<file path="src/shared/mbhi_pkg.sv">
// Purpose: Shared constants, types and decode helpers for the multiplexed bus host port.
// Assumes: Strobes and bus pins arrive already synchronous to clk.
// Notes: Command codes and reset values are plain defaults; change them here only.
package mbhi_pkg;

	// Recovery and reset stretch, in clk cycles
	localparam int RECOVERY_CYC = 4;
	localparam int RESET_STRETCH_CYC = 4;

	// Register numbers seen by this port
	localparam logic [3:0] IDX_COMMAND = 4'h0;
	localparam logic [3:0] IDX_VECTOR = 4'h2;
	localparam logic [3:0] IDX_BUFFER = 4'h8;
	localparam logic [3:0] IDX_MASTER = 4'h9;

	// Channel select bit positions and channel codes
	localparam int AD_CHAN_LEFT = 5;
	localparam int AD_CHAN_RIGHT = 0;
	localparam logic CHAN_B = 1'b0;

	// Shift select command in the channel B command register
	localparam int SHIFT_CMD_LSB = 0;
	localparam logic [1:0] CMD_SHIFT_LEFT = 2'h2;
	localparam logic [1:0] CMD_SHIFT_RIGHT = 2'h3;

	// Reset command field of the master control register
	localparam int MCR_CMD_LSB = 6;
	localparam int MCR_KEEP_W = 6;
	localparam logic [1:0] RST_CHAN_B = 2'h1;
	localparam logic [1:0] RST_CHAN_A = 2'h2;
	localparam logic [1:0] RST_FULL = 2'h3;

	// Reset values
	localparam logic [MCR_KEEP_W-1:0] MCR_RESET_VAL = 6'h00;
	localparam logic [7:0] VECTOR_RESET_VAL = 8'h00;

	typedef enum logic [2:0] {
		ST_IDLE = 3'b001,
		ST_ADDR = 3'b010,
		ST_DATA = 3'b100
	} mbhi_state_e;

	// One register request toward the channels
	typedef struct packed {
		logic chan;
		logic [3:0] index;
		logic [7:0] data;
	} mbhi_xfer_s;

	// Channel bit depends on the shift mode
	function automatic logic decode_chan(input logic [7:0] addr, input logic shift_right);
		decode_chan = shift_right ? addr[AD_CHAN_RIGHT] : addr[AD_CHAN_LEFT];
	endfunction : decode_chan

	// Register number sits on bits 4 to 1 in both modes
	function automatic logic [3:0] decode_index(input logic [7:0] addr);
		decode_index = addr[4:1];
	endfunction : decode_index

	// Incomplete read decode: unused numbers fold onto real read registers
	function automatic logic [3:0] read_alias(input logic [3:0] idx);
		case (idx)
			4'h4, 4'h5, 4'h6, 4'h7: read_alias = {2'b00, idx[1:0]};
			4'h9: read_alias = 4'hD;
			4'hB: read_alias = 4'hF;
			4'hE: read_alias = 4'hA;
			default: read_alias = idx;
		endcase
	endfunction : read_alias

endpackage : mbhi_pkg

</file>
<file path="src/hdl/mbhi_hold.sv">
// Purpose: Cycle hold counter used for reset stretching and access recovery.
// Assumes: One clock; hold_in and start are synchronous.
// Notes: busy covers the hold level plus CYCLES cycles after it ends.
`timescale 1ns/1ps
module mbhi_hold #(
	parameter int unsigned CYCLES = 4
) (
	input wire logic clk,
	input wire logic clr,
	input wire logic hold_in,
	input wire logic start,
	output logic busy
);
	localparam int CW = $clog2(CYCLES + 1);
	localparam logic [CW-1:0] LOAD = CW'(CYCLES);

	logic [CW-1:0] cnt_q;

	// Load wins over clear so a held reset always restarts the count
	always_ff @(posedge clk) begin
		if (hold_in || start) begin
			cnt_q <= LOAD;
		end else if (clr) begin
			cnt_q <= '0;
		end else if (cnt_q != '0) begin
			cnt_q <= cnt_q - 1'b1;
		end
	end

	assign busy = hold_in || (cnt_q != '0);

endmodule : mbhi_hold

</file>
<file path="src/hdl/mbhi_port.sv">
// Purpose: Device end of a multiplexed address/data host port for a two-channel serial controller.
// Assumes: All pins sampled on clk; muxed bus split into in, out and enable.
// Notes: Channel registers live outside; this block decodes, times and answers.
// Summary of operation
// Address strobe rising edge captures address, acknowledge flag and latched select.
// Host keeps address strobe cycling; each rising edge pulses a pending update.
// Four clock recovery after data strobe falls; accesses inside it are ignored.
// Buffer register accesses count recovery from data strobe rising instead.
// Host holds direction high before data strobe falls for a read.
// Read data driven only while live select high and data strobe low.
// Host holds direction low when data strobe falls for a write.
// Write data and direction captured at first live select with data strobe low.
// Acknowledge cycle ignores address, both selects and direction throughout.
// Host lets priority chains settle before data strobe falls in acknowledge.
// Answered acknowledge sets under-service and drives the vector onto the bus.
// Answered acknowledge deasserts the interrupt output at data strobe fall.
// Host gives one data strobe per acknowledge cycle.
// Hardware reset selects shift-left decode: channel on bit 5.
// Shift-right decode takes channel from bit 0, register from bits 4 to 1.
// Shift mode set by command code in channel B command register.
// Read numbers decoded incompletely; unused numbers alias existing read registers.
// One vector register and one master control register, writable from either channel.
// Both strobes low together is hardware reset, held while it lasts.
// Internal reset stretched four more cycles; accesses ignored meanwhile.
// Two-bit master field gives channel A, channel B and full resets.
// Other master bits written with a reset command are kept.
// Bus drivers released outside reads and answered acknowledges.
`timescale 1ns/1ps
module mbhi_port (
	input wire logic clk,
	input wire logic rst,
	input wire logic address_strobe_n,
	input wire logic data_strobe_n,
	input wire logic select_latched_n,
	input wire logic select_live,
	input wire logic ack_cycle_n,
	input wire logic direction,
	input wire logic chain_enable_in,
	input wire logic [7:0] muxed_bus_in,
	output logic [7:0] muxed_bus_out,
	output logic muxed_bus_oe,
	output logic irq_out_n,
	input wire logic int_request,
	input wire logic [7:0] int_vector,
	output logic ius_set,
	output logic pending_update,
	output mbhi_pkg::mbhi_xfer_s reg_req,
	output logic reg_wr,
	output logic reg_rd,
	input wire logic [7:0] rd_data,
	output logic shift_right,
	output logic [7:0] vector_reg,
	output logic [5:0] master_control,
	output logic chan_a_reset,
	output logic chan_b_reset,
	output logic dev_reset
);
	import mbhi_pkg::*;

	mbhi_state_e state_q;
	logic as_q, ds_q, coinc_q;
	logic [7:0] addr_q;
	logic ack_q, sel_q, buf_q, drv_q, answered_q;
	logic [7:0] bus_out_q;
	logic oe_q, irq_n_q, ius_q, pend_q, rd_load_q;
	mbhi_xfer_s req_q;
	logic reg_wr_q, reg_rd_q;
	logic shift_right_q;
	logic [7:0] vector_q;
	logic [MCR_KEEP_W-1:0] master_q;
	logic chan_a_q, chan_b_q, sw_full_q, dev_reset_q;
	logic as_rise, ds_fall, ds_rise, coinc, hw_cond, rst_busy, rec_busy, blocked;
	logic go, acc_ok, acc_go, ack_go, wr_go, rec_start;
	logic [3:0] idx;
	logic chan;

	// Edge detection on synchronous strobes
	assign as_rise = !as_q && address_strobe_n;
	assign ds_fall = ds_q && !data_strobe_n;
	assign ds_rise = !ds_q && data_strobe_n;
	assign coinc = select_live && !data_strobe_n;
	assign hw_cond = !address_strobe_n && !data_strobe_n;
	assign blocked = rst || rst_busy;

	// Data phase start: acknowledge keys off data strobe alone
	assign go = (state_q == ST_ADDR) && (ack_q ? ds_fall : (coinc && !coinc_q));
	assign acc_ok = !ack_q && sel_q && !rec_busy && !blocked;
	assign acc_go = go && acc_ok;
	assign wr_go = acc_go && !direction;
	assign ack_go = go && ack_q && int_request && chain_enable_in && !blocked;
	assign idx = decode_index(addr_q);
	assign chan = decode_chan(addr_q, shift_right_q);
	assign rec_start = (acc_go && idx != IDX_BUFFER) || ((state_q == ST_DATA) && ds_rise && buf_q);

	// Reset stretcher: held through the strobe condition, then four more cycles
	mbhi_hold #(.CYCLES(RESET_STRETCH_CYC)) u_rst_hold (
		.clk(clk),
		.clr(1'b0),
		.hold_in(rst || hw_cond || sw_full_q),
		.start(1'b0),
		.busy(rst_busy)
	);

	// Recovery window after each access to this device
	mbhi_hold #(.CYCLES(RECOVERY_CYC)) u_rec_hold (
		.clk(clk),
		.clr(blocked),
		.hold_in(1'b0),
		.start(rec_start),
		.busy(rec_busy)
	);

	// Previous strobe levels; idle high so reset does not fake an edge
	always_ff @(posedge clk) begin
		if (rst) begin
			as_q <= 1'b1;
			ds_q <= 1'b1;
			coinc_q <= 1'b0;
		end else begin
			as_q <= address_strobe_n;
			ds_q <= data_strobe_n;
			coinc_q <= coinc;
		end
	end

	// Address phase capture
	always_ff @(posedge clk) begin
		if (rst) begin
			addr_q <= 8'h00;
			ack_q <= 1'b0;
			sel_q <= 1'b0;
		end else if (as_rise) begin
			addr_q <= muxed_bus_in;
			ack_q <= !ack_cycle_n;
			sel_q <= !select_latched_n;
		end
	end

	// Transaction sequencer
	always_ff @(posedge clk) begin
		if (blocked) begin
			state_q <= ST_IDLE;
		end else begin
			case (state_q)
				ST_IDLE: begin
					if (as_rise) state_q <= ST_ADDR;
				end
				ST_ADDR: begin
					if (as_rise) state_q <= ST_ADDR;
					else if (go) state_q <= ST_DATA;
				end
				ST_DATA: begin
					if (as_rise) state_q <= ST_ADDR;
					else if (ds_rise) state_q <= ST_IDLE;
				end
				default: state_q <= ST_IDLE;
			endcase
		end
	end

	// Requests toward the channel registers, one pulse each
	always_ff @(posedge clk) begin
		if (rst) begin
			req_q <= '0;
			reg_wr_q <= 1'b0;
			reg_rd_q <= 1'b0;
			buf_q <= 1'b0;
		end else begin
			reg_wr_q <= wr_go;
			reg_rd_q <= acc_go && direction;
			if (acc_go) begin
				req_q.chan <= chan;
				req_q.index <= direction ? read_alias(idx) : idx;
				req_q.data <= muxed_bus_in;
				buf_q <= (idx == IDX_BUFFER);
			end else if (state_q != ST_DATA) begin
				buf_q <= 1'b0;
			end
		end
	end

	// Bus drive: read data lands on the edge the enable rises; the vector lands one cycle before it
	always_ff @(posedge clk) begin
		if (blocked) begin
			drv_q <= 1'b0;
			rd_load_q <= 1'b0;
			bus_out_q <= 8'h00;
			oe_q <= 1'b0;
		end else begin
			rd_load_q <= acc_go && direction;
			if (acc_go && direction) drv_q <= 1'b1;
			else if (ack_go) drv_q <= 1'b1;
			else if (ds_rise || as_rise) drv_q <= 1'b0;
			if (rd_load_q) bus_out_q <= rd_data;
			else if (ack_go) bus_out_q <= int_vector;
			oe_q <= drv_q && !data_strobe_n && (ack_q || select_live);
		end
	end

	// Interrupt side: pending update per address strobe, acknowledge answer
	always_ff @(posedge clk) begin
		if (blocked) begin
			pend_q <= 1'b0;
			ius_q <= 1'b0;
			answered_q <= 1'b0;
			irq_n_q <= 1'b1;
		end else begin
			pend_q <= as_rise;
			ius_q <= ack_go;
			if (ack_go) answered_q <= 1'b1;
			else if (as_rise) answered_q <= 1'b0;
			irq_n_q <= (ack_go || answered_q) ? 1'b1 : !int_request;
		end
	end

	// Shared and command registers owned by the port
	always_ff @(posedge clk) begin
		chan_a_q <= 1'b0;
		chan_b_q <= 1'b0;
		sw_full_q <= 1'b0;
		if (rst || hw_cond) begin
			master_q <= MCR_RESET_VAL;
			vector_q <= VECTOR_RESET_VAL;
		end
		if (blocked) begin
			shift_right_q <= 1'b0;
		end else if (wr_go) begin
			case (idx)
				IDX_COMMAND: begin
					if (chan == CHAN_B && muxed_bus_in[SHIFT_CMD_LSB +: 2] == CMD_SHIFT_LEFT) shift_right_q <= 1'b0;
					if (chan == CHAN_B && muxed_bus_in[SHIFT_CMD_LSB +: 2] == CMD_SHIFT_RIGHT) shift_right_q <= 1'b1;
				end
				IDX_VECTOR: vector_q <= muxed_bus_in;
				IDX_MASTER: begin
					master_q <= muxed_bus_in[MCR_KEEP_W-1:0];
					chan_a_q <= muxed_bus_in[MCR_CMD_LSB +: 2] == RST_CHAN_A;
					chan_b_q <= muxed_bus_in[MCR_CMD_LSB +: 2] == RST_CHAN_B;
					sw_full_q <= muxed_bus_in[MCR_CMD_LSB +: 2] == RST_FULL;
				end
				default: shift_right_q <= shift_right_q;
			endcase
		end
	end

	// Stretched reset seen by the channels
	always_ff @(posedge clk) begin
		dev_reset_q <= blocked;
	end

	assign muxed_bus_out = bus_out_q;
	assign muxed_bus_oe = oe_q;
	assign irq_out_n = irq_n_q;
	assign ius_set = ius_q;
	assign pending_update = pend_q;
	assign reg_req = req_q;
	assign reg_wr = reg_wr_q;
	assign reg_rd = reg_rd_q;
	assign shift_right = shift_right_q;
	assign vector_reg = vector_q;
	assign master_control = master_q;
	assign chan_a_reset = chan_a_q;
	assign chan_b_reset = chan_b_q;
	assign dev_reset = dev_reset_q;

	// Checks guarding the bus protocol
	property p_addr_cap;
		@(posedge clk) disable iff (rst) as_rise |=> addr_q == $past(muxed_bus_in) && ack_q == !$past(ack_cycle_n);
	endproperty
	a_addr_cap: assert property (p_addr_cap) else $error("address not captured");

	property p_pend;
		@(posedge clk) disable iff (blocked) as_rise |=> pending_update;
	endproperty
	a_pend: assert property (p_pend) else $error("pending update missing");

	property p_recov;
		@(posedge clk) disable iff (blocked) acc_go && idx != IDX_BUFFER |=> rec_busy [*4];
	endproperty
	a_recov: assert property (p_recov) else $error("recovery shorter than four cycles");

	property p_oe_live;
		@(posedge clk) disable iff (rst) muxed_bus_oe && !ack_q |-> $past(select_live) && !$past(data_strobe_n);
	endproperty
	a_oe_live: assert property (p_oe_live) else $error("bus driven outside read window");

	property p_wr_cap;
		@(posedge clk) disable iff (rst) wr_go |=> reg_wr && reg_req.data == $past(muxed_bus_in);
	endproperty
	a_wr_cap: assert property (p_wr_cap) else $error("write data not captured");

	property p_ack_ignore;
		@(posedge clk) disable iff (rst) go && ack_q |=> !reg_wr && !reg_rd;
	endproperty
	a_ack_ignore: assert property (p_ack_ignore) else $error("access during acknowledge");

	property p_irq_ack;
		@(posedge clk) disable iff (blocked) ack_go |=> irq_out_n && ius_set ##1 muxed_bus_out == $past(int_vector, 2);
	endproperty
	a_irq_ack: assert property (p_irq_ack) else $error("acknowledge not answered");

	property p_hw_hold;
		@(posedge clk) disable iff (rst) hw_cond ##1 !hw_cond |-> rst_busy [*4] ##1 dev_reset;
	endproperty
	a_hw_hold: assert property (p_hw_hold) else $error("reset not stretched");

	property p_shift_rst;
		@(posedge clk) blocked |=> !shift_right;
	endproperty
	a_shift_rst: assert property (p_shift_rst) else $error("shift mode not left after reset");

	property p_mcr_keep;
		@(posedge clk) disable iff (rst) wr_go && idx == IDX_MASTER && !hw_cond |=> master_control == $past(muxed_bus_in[5:0]);
	endproperty
	a_mcr_keep: assert property (p_mcr_keep) else $error("master bits lost");

endmodule : mbhi_port

</file>
<file path="config.mk">
export PLATFORM = sky130hd
export DESIGN_NAME = mbhi_port
export DESIGN_NICKNAME = d
export VERILOG_FILES = /design/src/shared/mbhi_pkg.sv /design/src/hdl/mbhi_hold.sv /design/src/hdl/mbhi_port.sv
export SDC_FILE = /design/constraint.sdc
export NUM_CORES = 1
export LEC_CHECK = 0
export BUFFER_PORTS_ARGS = -buffer_cell sky130_fd_sc_hd__buf_2
export CORE_MARGIN = 4
export CORE_UTILIZATION = 50
export CTS_CLUSTER_SIZE = 12
export DETAILED_ROUTE_END_ITERATION = 7
export GPL_TIMING_DRIVEN = 0
export PLACE_DENSITY = 0.77
export SYNTH_ARGS = -nofsm -noshare
export SYNTH_HDL_FRONTEND = slang
export SYNTH_SLANG_ARGS = --single-unit
</file>
<file path="constraint.sdc">
create_clock -name clk -period 2.39 [get_ports clk]
set_clock_uncertainty 0.05 [all_clocks]
set_input_delay 0.478 -clock clk [delete_from_list [all_inputs] [get_ports clk]]
set_output_delay 0.478 -clock clk [all_outputs]
set_load 0.05 [all_outputs]
</file>
Yosys cells after proc, flatten, opt, wreduce, memory -nomap -nowiden

Cells that the tools add are included.

Equality and inequality tests: 22
Multiplexer cells: 31
$add $sub $neg: 2
Bitwise operators: 3
Reductions and logical operators: 59

Operators by type and width:

| kind                                                                  | number |
|---|---|
| 8-bit two-way mux                                                     | 6 |
| 1-bit logical AND                                                     | 24 |
| 6-bit two-way mux                                                     | 4 |
| 3-bit two-way mux                                                     | 7 |
| 4-bit by 3-bit equality test with 1-bit output, second input constant | 4 |
| 4-bit equality test, second input constant                            | 4 |
| 4-bit case mux with 4 select lines                                    | 1 |
| 1-bit zero test                                                       | 12 |
| 1-bit two-way mux                                                     | 11 |
| 2-bit nonzero test                                                    | 5 |
| 3-bit != test, second input constant                                  | 3 |
| 3-bit case mux with 3 select lines                                    | 1 |
| 3-bit nonzero test                                                    | 3 |
| 2-bit equality test, second input constant                            | 4 |
| 1-bit logical OR                                                      | 8 |
| 3-bit AND reduction                                                   | 2 |
| 3-bit by 1-bit subtractor with 3-bit output, second input constant    | 2 |
| 4-bit by 2-bit equality test with 1-bit output, second input constant | 1 |
| 4-bit zero test                                                       | 1 |
| 4-bit two-way mux                                                     | 1 |
| 4-bit != test, second input constant                                  | 1 |
| 2-bit OR reduction                                                    | 2 |
| 4-bit OR reduction                                                    | 1 |
| 3-bit by 1-bit equality test with 1-bit output, second input constant | 1 |
| 6 further kinds                                                       | 8 |

Register bits: 70
Word-level logic and storage cells: 148
Output and inout port bits: 45
Bits of input ports: 34

Depth between registers and ports, before layout

Gate-level depths: netlist (run 1).

Word-level depth: 12
Mapped depth: 8
Depth with buffers taken out: 7

By module

From an unflattened synthesis (run 1), not the netlist that was laid out.

Cells, all modules: 319
Area, all modules: 2846.5 um2

Modules (own cells, without submodules):

| module    | sequential area each (um2) | cells each | instances | area an instance (um2) |
|---|---|---|---|---|
| mbhi_port | 1281.2                     | 285        | 1         | 2518.7 |
| mbhi_hold | 60.1                       | 17         | 2         | 163.9 |

Least setup slack after synthesis (run 1)

Ideal clock, no wire load.

Kind: input-to-reg
From: input port data_strobe_n
To: register bus_out_q[0], in the netlist muxed_bus_out[0]
Stages: 6
Buffers on the path: 2
Arrival time: 1.787 ns
Required time: 2.208 ns
Setup slack: 0.422 ns
Setup time: 0.132 ns
Cells stage by stage: buf_6 -> or4b_4 -> nor4_2 -> buf_6 -> mux2i_1 -> a21oi_1

Cells in the longest elaborated chain, start to end: 10
Elaborated cells between the ends (all ways): 17
Those cells by class: mux: 1; reduce/logical: 16

RTL lines:

| element                             | RTL line                                          | source |
|---|---|---|
| start, declared                     | mbhi_port.sv:33                                   | `input wire logic data_strobe_n,` |
| 1-bit zero test *                   | mbhi_port.sv:79, mbhi_port.sv:81, mbhi_port.sv:82 |  |
| 1-bit logical AND                   | mbhi_port.sv:81                                   | `assign coinc = select_live && !data_strobe_n;` |
| 1-bit logical AND                   | mbhi_port.sv:86                                   | `assign go = (state_q == ST_ADDR) && (ack_q ? ds_fall : (coinc && !coinc_q));` |
| 1-bit two-way mux                   | mbhi_port.sv:86                                   |  |
| 1-bit logical AND                   | mbhi_port.sv:86                                   |  |
| 1-bit logical AND (4 in series)     | mbhi_port.sv:90                                   | `assign ack_go = go && ack_q && int_request && chain_enable_in && !blocked;` |
| 2-bit nonzero test (no source line) | -                                                 |  |
| end signal, assigned                | mbhi_port.sv:194                                  | `if (rd_load_q) bus_out_q <= rd_data;` |
| end signal, assigned                | mbhi_port.sv:195                                  | `else if (ack_go) bus_out_q <= int_vector;` |
| end, declared                       | mbhi_port.sv:64                                   | `logic [7:0] bus_out_q;` |

Mark *: on every way between the ends. The rest lies on a longest branch, timed or not.
A chain may end at the register's enable or synchronous reset.

Final worst setup path (run 1)

From: register u_rec_hold.cnt_q[0]
To: register vector_q[5], in the netlist vector_reg[5]

Cells in the longest elaborated chain, start to end: 8

RTL lines:

| element                         | RTL line         | source |
|---|---|---|
| start, declared                 | mbhi_hold.sv:17  | `logic [CW-1:0] cnt_q;` |
| start signal, assigned          | mbhi_hold.sv:26  | `cnt_q <= cnt_q - 1'b1;` |
| 3-bit nonzero test              | mbhi_hold.sv:30  | `assign busy = hold_in \|\| (cnt_q != '0);` |
| 1-bit zero test                 | mbhi_port.sv:87  | `assign acc_ok = !ack_q && sel_q && !rec_busy && !blocked;` |
| 1-bit logical AND (2 in series) | mbhi_port.sv:87  |  |
| 1-bit logical AND               | mbhi_port.sv:88  | `assign acc_go = go && acc_ok;` |
| 1-bit logical AND               | mbhi_port.sv:89  | `assign wr_go = acc_go && !direction;` |
| 8-bit two-way mux               | mbhi_port.sv:227 | `end else if (wr_go) begin` |
| 8-bit two-way mux               | mbhi_port.sv:225 | `if (blocked) begin` |
| end signal, assigned            | mbhi_port.sv:233 | `IDX_VECTOR: vector_q <= muxed_bus_in;` |
| end, declared                   | mbhi_port.sv:69  | `logic [7:0] vector_q;` |

No other way between the ends.

==> impl_metrics.ini, run 1 <==
[layout]
diodes = 0
utilization = 0.641
drive_above_1_share = 0.271
largest_register_ff_count = 13
layout_common_cells = buf_2, dfxtp_1, nand2_1, a21oi_1, mux2i_1
area_growth_pct = 23.8
final_nets = 432
instances_no_fill = 471
layout_commonest_cell = buf_2

[synthesis]
syn-cell-area_mm2 = 0.00285
ys_warn_count = 0
synth_top_cell_by_area = dfxtp_1
synth_top_area_share = 0.491
ys_types = 48
ys_ff_latch = 70
ys_top_cells_by_area = dfxtp_1, mux2i_1, a21oi_1
synth_edf_count = 0
synthFlopType = dfxtp_1
netlist_instances = 307
syn_area_per_cell_um2 = 9.29
syn_nets = 345
async_reset_ff_frac = 0
synth-seq-area-share = 0.491

[setup_path]
crit_path_max_incr_delay_ps = 510
critPathBufInv = 1
crit_fanout = 8
cpMaxStageDelayCell = nor3_4
arrival_ps = 2390
cpLargestDelayFamily = simple AND/OR/NAND/NOR gates
rr_startpoint = u_rec_hold.cnt_q[0]
end_kind = register
worstSetupStartpoint = u_rec_hold.cnt_q[0]
start_kind = register
path_cells = inv_1, ha_1, nor2b_1, nand4_2, nor3_4, mux2i_1
required_ps = 2620
crit_type = register to register

[clock_tree]
cts_sinks = 70
post_cts_buffers = 0
clkSlewWorstSetupHoldPaths_ps = 80
h-tree-depth = 3
cts_tree = built
clk_latency_ps = 350
postCtsHoldBufs = 0
clockBufferDepth = 2
cts_buffers = 9
root_buffer = clkbuf_8
cts-resized-gates = 0

[die]
die_width_um = 83.5
core_area_mm2 = 0.00551
die_h_um = 83.5
die-area_mm2 = 0.00698
initial_core_util = 0.518
row_count = 27
io_pins = 79

[sta]
timing.final.crit_share = 0.905
final_max_slew_viol_count = 0
rsz0062_at_grt = false
hold_viol = 0
fin_crit_ps = 2160
whs_ps = 254
setup_tns_ps = 0
setup_violations = 0
max_slew_margin = 0.648
fmax_ghz = 0.462
worstMarginPinSlew_ps = 526

[pwr]
power.density_mw_per_mm2 = 668
p_comb_frac = 0.073
pwr-share-clk = 0.418
switching_share = 0.251
switching_power_mw = 0.591
leakage_nw = 1.47
peakVddDrop_v = 0.000433
seqPwrFrac = 0.509
internal-power_mw = 1.77

[global_routing]
met3_usage = 0.0681
grt_pass1_wl_um = 11600
grt_use_met2 = 0.347
grt_pass1_vias = 2564
gr-total-overflow = 0
grt_max_degree = 14
grt_util_met1 = 0.237
grt_usage = 0.206
antenna_found_initial = 0
top_usage_layer = met2

[placed_design]
io_buffers = 76
place_congestion = 0.828
dp.cells = 455
dp_hpwl_um = 4970

[route]
drcViolationCount = 0
drtIter0Drc = 104
dr_total_vias = 2526
finalWirelength_um = 6790
via_per_inst = 5.36
post_drt_wl_per_cell_um = 14.4
drt_pass1_iterations = 4
antenna_left = 0

[run]
cap_viol_max_count = 0

[worst_hold_path]
hold_path.class = primary input to register
hold_start = ack_cycle_n

[outcome]
outcome = finished, final reports clean
[final timing paths]
kind | end | depth (start not counted) | slack [ps]
worst max-delay path | vector_reg[5] | 6 | 230
worst min-delay path | ack_q | 2 | 250
worst max register to register | vector_reg[5] | 6 | 230
worst min register to register | irq_out_n | 1 | 400
[power groups by stage]
| stage | clock (mW) | sequential [mW] | combinational [mW] |
|---|---|---|---|
| 2_1_floorplan | 0 | 1.23 | 0.103 |
| 3_3_place_gp | 0 | 1.23 | 0.169 |
| 3_5_place_dp | 0 | 1.23 | 0.172 |
| 4_1_cts | 1.00 | 1.20 | 0.174 |
| 5_1_grt | 1.06 | 1.20 | 0.195 |
| 6_report | 0.985 | 1.20 | 0.173 |
[layout make-up]
type | instances | area [um^2]
Fill cell | 479 | 1980
Sequential cell | 70 | 1400
Multi-Input combinational cell | 204 | 1310
Timing Repair Buffer | 76 | 380
Clock buffer | 10 | 138
Tap cell | 72 | 90.1
Buffer | 17 | 82.6
Clock inverter | 6 | 70.1
Inverter | 16 | 60.1
[cells by family after synthesis]
| group | synth area share |
|---|---|
| AO/OA/AOI/OAI | 0.138 |
| XOR/XNOR | 0.00614 |
| adder cells (fa/ha/maj) | 0.0176 |
| buffers and inverters | 0.0500 |
| flip-flops | 0.491 |
| multiplexers | 0.0913 |
| AND/OR/NAND/NOR | 0.205 |
[cell usage after synthesis, types with 2 or more instances]
cell type,n
nand2b_1,3
nand3_1,12
xnor2_1,2
nor2b_1,5
dfxtp_1,70
o31a_1,2
a211oi_1,2
inv_1,15
mux2i_1,26
or2b_1,2
buf_6,2
buf_2,3
o21ai_0,24
nand2_1,33
and3_1,4
nor2_1,18
nor4b_1,2
ha_1,4
or2_2,2
a21oi_1,31
nor3_1,4
clkbuf_1,12
nor4_1,2
and3b_1,2
nor3_4,2
[metrics by stage]
stage               power (mW)  cell area, um^2  worst slack [ps]
finish                    2.36             3530               227
global placement          1.39             3320               147
global route              2.46             3530              16.4
CTS                       2.37             3530               157
detailed placement        1.40             3320               107
floorplan                 1.33             2850               422
[worst register-to-register path, cell delays in order (launching register included)]
cell and delay (ps):
dfxtp_1 300, inv_1 100, ha_1 180, nor2b_1 380, nand4_2 320, nor3_4 510, mux2i_1 270
[metal layers]
metal	vias up	share of wire
met1	1181	0.43
met5	-	0
li1	1246	-
met3	13	0.076
met4	0	0.024
met2	86	0.47
Power figures use the tool's default switching activity.
==> run 2: changes to the inputs <==
- PLACE_DENSITY: 0.77 -> default
- PLACE_DENSITY_LB_ADDON: default -> 0.2
- clock period: 2.39 -> 2.2 ns (I/O delays scaled with it)
==> run 2 against run 1 <==
  * Critical path type unchanged
  * Power up 7.5%
  * Non-clock buffer count up 1
  * Final area grew 0.96%
  * Routed wire length up 0.85%
==> impl_metrics.ini, run 2 (same netlist as run 1, synthesis figures left out) <==
[layout]
layout_common_cells = buf_2, dfxtp_1, nand2_1, a21oi_1, mux2i_1
multi_input_area_mm2 = 0.00131
area_growth_pct = 25.0
largest_register_ff_count = 13
instances_no_fill = 472
final_nets = 433
fin_area_mm2 = 0.00356
utilization = 0.647
n_fill_cell = 472
ff_latch_area_mm2 = 0.00140
diodes = 0
layout_commonest_cell = buf_2
drive_above_1_share = 0.280

[clock_tree]
root_buffer = clkbuf_8
postCtsHoldBufs = 0
cts_buffers = 9
cts_sinks = 70
h-tree-depth = 3
clkSlewWorstSetupHoldPaths_ps = 70
clk_latency_ps = 340
clockBufferDepth = 2
cts_tree = built

[placed_design]
dp_slack_ps = -27.8
dp.cells = 455
place_congestion = 0.873
postPlaceCellArea_mm2 = 0.00332
io_buffers = 76
dp_hpwl_um = 4950

[global_routing]
antenna_found_initial = 0
grt_max_degree = 12
gr-total-overflow = 0
grt_pass1_wl_um = 11500
grt_pass1_vias = 2498
grt_usage = 0.203

[sta]
timing.final.crit_share = 0.891
hold_viol = 0
setup_violations = 0
layout_setup_ws_ps = 239
whs_ps = 229
final_max_slew_viol_count = 0
setup_tns_ps = 0
fin_crit_ps = 1960
rsz0062_at_grt = false
fmax_ghz = 0.510
worstMarginPinSlew_ps = 556
max_slew_margin = 0.630

[route]
drtIter0Drc = 170
via_per_inst = 5.33
post_drt_wl_per_cell_um = 14.5
drcViolationCount = 0
drt_pass1_iterations = 4
antenna_left = 0
finalWirelength_um = 6850
dr_total_vias = 2516

[setup_path]
cpMaxStageDelayCell = dfxtp_1
end_kind = register
critPathBufInv = 3
crit_path_max_incr_delay_ps = 300
path_cells = inv_1, ha_1, nor2b_2, and4_1, clkbuf_1, buf_2, nand3_1, a21oi_1
cpLargestDelayFamily = buffers and inverters
arrival_ps = 2180
crit_type = register to register
crit_fanout = 10
start_kind = register
required_ps = 2420

[run]
cap_viol_max_count = 0

[worst_hold_path]
hold_path.class = primary input to register

[die]
row_count = 27
core_area_mm2 = 0.00551
die_h_um = 83.5
die_width_um = 83.5
io_pins = 79
die-area_mm2 = 0.00698
initial_core_util = 0.518

[outcome]
outcome = finished, final reports clean

[pwr]
leakage_nw = 1.50
power.density_mw_per_mm2 = 711
total_power_mw = 2.53
peakVddDrop_v = 0.000445
[run 2: changes by cell type in the layout (fill, tap and decap cells not counted)]
| cell | change |
|---|---|
| clkinv_2 | +3 |
| buf_12 | +2 |
| clkbuf_1 | -2 |
| nor2b_2 | +1 |
| inv_6 | -1 |
| nor2b_1 | -1 |
| clkinvlp_4 | -3 |
| clkbuf_2 | +2 |
| clkbuf_8 | +1 |
| clkinv_4 | -1 |
[run 2: repair_timing]
| action | 4_1_cts | 5_1_grt |
|---|---|---|
| setup buffers | 0 | 2 |
| pin swaps | 1 | 2 |
| endpoints found under the setup margin | 8 | 36 |
| resized for setup | 0 | 5 |
[run 2: final timing paths]
path | from | end | slack, ps | cells past startpoint
setup / recovery | u_rec_hold.cnt_q[0] | reg_req[2] | 240 | 8
hold / removal | ack_cycle_n | ack_q | 230 | 2
setup reg to reg | u_rec_hold.cnt_q[0] | reg_req[2] | 240 | 8
hold reg to reg | vector_reg[3] | vector_reg[3] | 400 | 2
[run 2: area by class of cell]
class / count / share of cell area
sequential: 70 / 0.393
multi-input combinational: 204 / 0.368
timing repair buffer: 78 / 0.118
clock buffer: 12 / 0.0435
tap: 72 / 0.0253
buffer: 16 / 0.0228
inverter: 16 / 0.0169
clock inverter: 4 / 0.0126
[run 2: routing by layer]
| metal | share of wire | vias up | track usage |
|---|---|---|---|
| met1 | 0.42 | 1164 | 0.240 |
| met2 | 0.49 | 86 | 0.348 |
| met5 | 0 | - | 0 |
| li1 | - | 1253 | - |
| met3 | 0.072 | 13 | 0.0474 |
| met4 | 0.018 | 0 | 0.0921 |
[run 2: where the power goes]
| group | switching [mW] | total (mW) | internal, mW |
|---|---|---|---|
| combinational | 0.120 | 0.192 | 0.0722 |
| clock | 0.459 | 1.04 | 0.580 |
| sequential | 0.0158 | 1.30 | 1.29 |
